$ cat src/rtl/hlpc_pkg.sv
//////////////////////////////////////////////////////////////////////////////////////////////////
// Purpose: constants for the hub link power configuration bits
// Assumes: one 8-bit configuration byte, bits 5:2 handled here
// Notes:   bits 7:6 and 1:0 belong to other logic and read as zero here
//////////////////////////////////////////////////////////////////////////////////////////////////
package hlpc_pkg;
    // register placement and width
    localparam logic [7:0] HLPC_CFG_OFFSET = 8'h05;
    localparam int HLPC_DATA_W = 8;
    localparam int HLPC_NUM_PORTS = 4;
    // field positions
    localparam int HLPC_LP_BLOCK_BIT = 5;
    localparam int HLPC_RSVD_ONE_BIT = 4;
    localparam int HLPC_GANGED_BIT = 3;
    localparam int HLPC_RPT_OFF_BIT = 2;
    // value after reset of the whole byte and of the writable fields
    localparam logic [7:0] HLPC_CFG_RESET = 8'h10;
    localparam logic HLPC_LP_BLOCK_RESET = 1'h0;
    localparam logic HLPC_GANGED_RESET = 1'h0;
    localparam logic HLPC_RPT_OFF_RESET = 1'h0;
    localparam logic HLPC_RSVD_ONE_VALUE = 1'h1;
    // read data of an unmapped offset
    localparam logic [7:0] HLPC_UNMAPPED_DATA = 8'h00;
endpackage : hlpc_pkg
$ cat src/rtl/hlpc_config_bits.sv
//////////////////////////////////////////////////////////////////////////////////////////////////
// Purpose: device configuration bits 5:2 of the hub: link low-power block, ganged power,
//          power switching status reporting, and the power enable pins they steer
// Assumes: loader, smbus slave and link logic all run on core_clk_i
// Notes:   read data comes back one cycle after the read strobe
//////////////////////////////////////////////////////////////////////////////////////////////////
`timescale 1ns/1ps

// Notes on behaviour
// - bit 5 at one blocks all U1/U2 initiation and acceptance on every port
// - a sent or received force-accept LMP lifts the U1/U2 block
// - once lifted, the block stays lifted until power-on reset or upstream disconnect
// - in i2c mode the fields are loaded from eeprom contents
// - in smbus mode an smbus host may overwrite the fields; hub accepts
// - bit 4 is read-only and always reads one
// - reporting on and bit 3 zero: each port power pin driven on its own
// - reporting on and bit 3 one: all ports ganged on the first port pin
// - bit 2 zero enables power switching status reporting, one disables it
// - after reset the byte reads 00010000
module hlpc_config_bits
    import hlpc_pkg::*;
(
    input wire logic core_clk_i,
    input wire logic rst_b_i,
    input wire logic smbus_mode_i,
    input wire logic eeprom_wr_i,
    input wire logic [7:0] eeprom_addr_i,
    input wire logic [7:0] eeprom_wdata_i,
    input wire logic smbus_wr_i,
    input wire logic [7:0] smbus_addr_i,
    input wire logic [7:0] smbus_wdata_i,
    input wire logic cfg_rd_i,
    input wire logic [7:0] cfg_rd_addr_i,
    input wire logic flpma_event_i,
    input wire logic upstream_disconnect_i,
    input wire logic [HLPC_NUM_PORTS-1:0] port_on_req_i,
    output logic [7:0] cfg_rdata_o,
    output logic cfg_rvalid_o,
    output logic link_low_power_block_o,
    output logic power_report_en_o,
    output logic [HLPC_NUM_PORTS-1:0] port_power_enable_pins_o
);

    //////////////////////////////////////////////////////////////////////////////////////////////
    // stored fields and state
    logic cfg_lp_block;
    logic cfg_ganged;
    logic cfg_rpt_off;
    logic lp_reenabled;

    //////////////////////////////////////////////////////////////////////////////////////////////
    // write decode: the loader owns the byte in i2c mode, the smbus host in smbus mode
    wire eeprom_hit = eeprom_wr_i && !smbus_mode_i && (eeprom_addr_i == HLPC_CFG_OFFSET);
    wire smbus_hit = smbus_wr_i && smbus_mode_i && (smbus_addr_i == HLPC_CFG_OFFSET);
    wire [7:0] wr_data = smbus_hit ? smbus_wdata_i : eeprom_wdata_i;
    wire wr_hit = eeprom_hit || smbus_hit;
    wire [2:0] eeprom_bits = {eeprom_wdata_i[HLPC_LP_BLOCK_BIT],
        eeprom_wdata_i[HLPC_GANGED_BIT], eeprom_wdata_i[HLPC_RPT_OFF_BIT]};
    wire [2:0] smbus_bits = {smbus_wdata_i[HLPC_LP_BLOCK_BIT],
        smbus_wdata_i[HLPC_GANGED_BIT], smbus_wdata_i[HLPC_RPT_OFF_BIT]};
    wire [2:0] cfg_bits = {cfg_lp_block, cfg_ganged, cfg_rpt_off};

    // field update on an accepted write
    always_ff @(posedge core_clk_i or negedge rst_b_i) begin
        if (!rst_b_i) begin
            cfg_lp_block <= HLPC_LP_BLOCK_RESET;
            cfg_ganged <= HLPC_GANGED_RESET;
            cfg_rpt_off <= HLPC_RPT_OFF_RESET;
        end else if (wr_hit) begin
            cfg_lp_block <= wr_data[HLPC_LP_BLOCK_BIT];
            cfg_ganged <= wr_data[HLPC_GANGED_BIT];
            cfg_rpt_off <= wr_data[HLPC_RPT_OFF_BIT];
        end
    end

    //////////////////////////////////////////////////////////////////////////////////////////////
    // read path: bit 4 is a constant one, foreign bits read zero
    wire rd_hit = cfg_rd_addr_i == HLPC_CFG_OFFSET;
    wire [7:0] cfg_view = {2'h0, cfg_lp_block, HLPC_RSVD_ONE_VALUE, cfg_ganged, cfg_rpt_off,
        2'h0};
    wire [7:0] next_rdata = rd_hit ? cfg_view : HLPC_UNMAPPED_DATA;

    // registered read answer
    always_ff @(posedge core_clk_i or negedge rst_b_i) begin
        if (!rst_b_i) begin
            cfg_rdata_o <= 8'h00;
            cfg_rvalid_o <= 1'h0;
        end else begin
            cfg_rvalid_o <= cfg_rd_i;
            if (cfg_rd_i) begin
                cfg_rdata_o <= next_rdata;
            end
        end
    end

    //////////////////////////////////////////////////////////////////////////////////////////////
    // force-accept latch: set wins over a disconnect in the same cycle
    wire next_reenabled = flpma_event_i ? 1'h1 : (upstream_disconnect_i ? 1'h0 : lp_reenabled);
    wire next_lp_block = cfg_lp_block && !lp_reenabled;

    // the latch only clears on power-on reset or upstream disconnect
    always_ff @(posedge core_clk_i or negedge rst_b_i) begin
        if (!rst_b_i) begin
            lp_reenabled <= 1'h0;
            link_low_power_block_o <= 1'h0;
        end else begin
            lp_reenabled <= next_reenabled;
            link_low_power_block_o <= next_lp_block;
        end
    end

    //////////////////////////////////////////////////////////////////////////////////////////////
    // port power pins: per port, or all ports on the first pin when ganged
    wire any_port_req = |port_on_req_i;
    wire [HLPC_NUM_PORTS-1:0] ganged_pins;
    wire [HLPC_NUM_PORTS-1:0] next_pins;
    genvar gi;
    generate
        for (gi = 0; gi < HLPC_NUM_PORTS; gi = gi + 1) begin : g_port
            if (gi == 0) begin : g_first
                assign ganged_pins[gi] = any_port_req;
            end else begin : g_rest
                assign ganged_pins[gi] = 1'h0;
            end
            assign next_pins[gi] = cfg_ganged ? ganged_pins[gi]
                : port_on_req_i[gi];
        end
    endgenerate
    wire next_report_en = !cfg_rpt_off;

    // registered pin and report outputs
    always_ff @(posedge core_clk_i or negedge rst_b_i) begin
        if (!rst_b_i) begin
            port_power_enable_pins_o <= '0;
            power_report_en_o <= 1'h0;
        end else begin
            port_power_enable_pins_o <= next_pins;
            power_report_en_o <= next_report_en;
        end
    end

    //////////////////////////////////////////////////////////////////////////////////////////////
    // checks
    logic first_cycle;
    always_ff @(posedge core_clk_i or negedge rst_b_i) begin
        if (!rst_b_i) begin
            first_cycle <= 1'h1;
        end else begin
            first_cycle <= 1'h0;
        end
    end
endmodule : hlpc_config_bits

$ cat config.mk
export PLATFORM = sky130hd
export DESIGN_NAME = hlpc_config_bits
export DESIGN_NICKNAME = d
export VERILOG_FILES = /design/src/rtl/hlpc_pkg.sv /design/src/rtl/hlpc_config_bits.sv
export SDC_FILE = /design/constraint.sdc
export NUM_CORES = 1
export LEC_CHECK = 0
export BUFFER_PORTS_ARGS = -buffer_cell sky130_fd_sc_hd__buf_4
export CORE_MARGIN = 3
export CORE_UTILIZATION = 38
export CTS_CLUSTER_SIZE = 14
export DETAILED_ROUTE_END_ITERATION = 8
export PLACE_DENSITY = 0.8
export SKIP_CTS_REPAIR_TIMING = 1
export SLEW_MARGIN = 25
export SYNTH_ARGS = -nofsm -noshare
export SYNTH_HDL_FRONTEND = slang
export SYNTH_SLANG_ARGS = --single-unit
$ cat constraint.sdc
create_clock -name core_clk_i -period 1.6 [get_ports core_clk_i]
set_input_delay 0.16 -clock core_clk_i [delete_from_list [all_inputs] [get_ports core_clk_i]]
set_output_delay 0.16 -clock core_clk_i [all_outputs]
set_load 0.005 [all_outputs]
==> summary.md <==
The class of the tightest hold or removal check is in -> reg. Nature of the critical path startpoint: an input pin. The ratio of routed vias to standard cells came out at 5.08.

The share of layout cells above drive strength 1 was 51.7%. In this run the remaining antenna-violating nets after routing total 0. The first global-routing pass estimated 2870 µm of wire. The path type of the worst setup path was in -> reg.

On the worst path, the slowest cell contributes a delay of 540 ps. For the clock sink count, the log shows 15. Setup violations remaining at the end of the flow were counted as 0.

The run gives 0 as the initial antenna violation count. Global routing consumed, over all layers together, 15.3% of the routing resources. The pin count of the biggest net entering global routing came out at 16.

For the standard cell core area, the log shows 0.00163 mm². The run gives 2 as the number of buffers on the longest clock path. Layout overhead on the synthesized area: 63.4%.

The HPWL reported at the end of detailed placement is 1500 µm. The cell sitting at the root of the clock tree is a clkbuf_4. Share of Yosys cell area claimed by the top area cell type: 53.1%.

Clock-pin slew was measured on the worst setup and hold paths at 80 ps. For this run, design rule violations remaining after detail routing come to 0. The number of levels the H-tree was split into is 1. The number of detailed-route iterations in the first pass was 4. The power per unit of standard cell area is 650 mW/mm².

The vias after detailed routing was 711; the shortest clock period the worst path allows after layout was 1210 ps. The logs give 4 for the number of DRC violations after detailed-routing iteration 0 and 43.4% for the effective utilization at floorplan. Derived from the worst setup path, the maximum achievable clock frequency is 826 MHz.

By area the synthesized netlist is led by dfrtp_1 (53%), nor2b_1 (4.4%), buf_4 (4.2%), o31ai_1 (4.2%), a22o_1 (3.7%). The worst path uses 75.7% of the clock period. The flow ran to the end, and the final reports show no timing, DRC or antenna violations. For the static leakage, the log shows 0.570 nW.

TritonCTS created 3 clock buffers. For the endpoint arrival time on the critical path, the log shows 1420 ps. The commonest non-fill, non-tap cell in the layout was buf_4.

Summed over all instances, the cell type with the most area after synthesis is dfrtp_1. In this run the core area contains 14 standard-cell rows. Clock latency on the worst-skew pair, taken at its later pin, is 270 ps. The run gives 875 µm as the routed wire length on met2. Detailed routing placed a total of 204 µm of wire on met3. The critical-path cell with the highest stage delay was dlygate4sd3_1. The logs give 0.723 for the last weighted congestion value of the routability-driven placer and 53.1% for the sequential cell area fraction in the yosys report. Max-cap violations in this run came to 0.

The signal on the critical path passes through dlygate4sd3_1 > buf_4 > inv_1 > nor4_4 > a22o_1. The Yosys step of the flow raised 0 warnings. TritonCTS built the clock tree.

In this run the horizontal extent of the chip is 49.1 µm. The via count of the first global-routing pass is 728, and the number of synthesized register bits is 15. In the final timing run, aggregate negative setup slack is 0 ps. The worst setup path is captured at a flip-flop. At the worst endpoint, the required time is 1810 ps.

Each instance of the synthesized netlist takes up on average 12.0 µm². The antenna diode count is 0, and the worst IR drop on VDD is 0.460 mV. Setup repair after global routing left no endpoint under its margin. Counting tap cells, the placed design contains a total of 134 instances. Leaving out fill and tap cells, the most frequent cells in the layout are buf_4 (52), dfrtp_1 (15), nor2b_1 (5). The die is 49.1 µm tall. Top routing layer in use: met4. For this run, the post-layout net count is 169. Gate count of the mapped netlist: 59. The number of different library cells used by synthesis comes to 22. The summed instance area of the synthesized netlist is 707 µm², and the die area is 0.00241 mm². Wires add up to 1730 µm.

The final hold violation count is 0, and the I/O pin total is 67. In the final routing, the length of wire on met1 measures 588 µm. Clock skew on the completed layout was measured at 1.84 ps.

The critical-path maximum fanout was 5; the number of buffer cells added on primary ports was 52. In the final routed layout, each cell accounts on average for 12.4 µm. After global routing the overflow that remains totals 0.

For this run, the number of standard cells in the final layout without fillers is 140. The max-slew violation total from the final report came out at 0.
[cell type report]
cell class	count	area (µm²)
Fill cell	129	474
Multi-Input combinational cell	40	302
Sequential cell	15	375
Clock buffer	4	26.3
Tap cell	24	30.0
Timing Repair Buffer	54	410
Inverter	3	11.3
[through the flow]
stage                     utilization (%)  power, mW  instance area [µm²]  hold WS, ps  setup slack [ps]
after floorplan                         -      0.454                  718         -136               334
after detailed placement             68.0      0.556                 1110         18.1               184
after global placement               68.0      0.550                 1110         16.0               197
after CTS                            69.7      0.761                 1130         -287               476
after global routing                 70.9      0.795                 1150         75.1               331
final                                70.9      0.751                 1150         67.1               389
[Yosys cell counts]
master,count
nor4bb_1,1
a22o_1,3
conb_1,1
a31oi_1,3
inv_1,3
o31ai_1,4
or4b_1,1
or3b_2,1
nor2b_1,5
or4bb_1,1
nor4_4,1
or4_1,1
buf_4,4
or3_4,1
or4b_4,1
dfrtp_1,15
nand2b_1,2
nor4_1,4
a21o_1,2
or2_2,1
nand4_1,3
nand4b_1,1
[per-layer routing]
metal | vias up | global-route usage (%)
met2 | 46 | 27.7
met4 | 0 | 12.8
met3 | 6 | 3.67
met5 | - | 0
met1 | 325 | 14.3
li1 | 334 | -
[path summary, 6_finish.rpt]
kind,startpoint,to,slack [ps],depth (start not counted)
worst max-delay path,cfg_rd_i,cfg_rdata_o[2],390,5
worst min-delay path,flpma_event_i,lp_reenabled,70,2
worst max register to register,cfg_ganged,cfg_ganged,810,2
worst min register to register,lp_reenabled,link_low_power_block_o,430,1
max in group asynchronous,rst_b_i,power_report_en_o,1150,2
min in group asynchronous,rst_b_i,port_power_enable_pins_o[0],280,2
[state kept, by name (all words and copies together), names as in the netlist]
register,flops
cfg_ganged,1
cfg_lp_block,1
cfg_rdata_o,4
cfg_rpt_off,1
cfg_rvalid_o,1
link_low_power_block_o,1
lp_reenabled,1
port_power_enable_pins_o,4
power_report_en_o,1
[critical path: cells and delay by family]
| kind | cells | cell delay (ps) |
|---|---|---|
| buf+inv | 3 | 740 |
| simple gates | 1 | 350 |
| compound gates | 1 | 170 |
[cell families (layout without fill, tap and decap cells)]
family,Yosys count,after routing,synth area share [%]
other,1,4,0.530
and+or+nand+nor,24,24,27.8
AOI/OAI and AO/OA,12,12,12.7
DFF,15,15,53.1
buffers and inverters,7,61,5.84
[report_power, final]
group	total [mW]	switching, mW	internal [mW]	leakage [nW]
combinational	0.144	0.0481	0.0964	0.366
clock	0.201	0.104	0.0965	0.0150
sequential	0.406	0.00989	0.396	0.189
total	0.751	0.162	0.589	0.570
(Power assumes the default switching activity.)
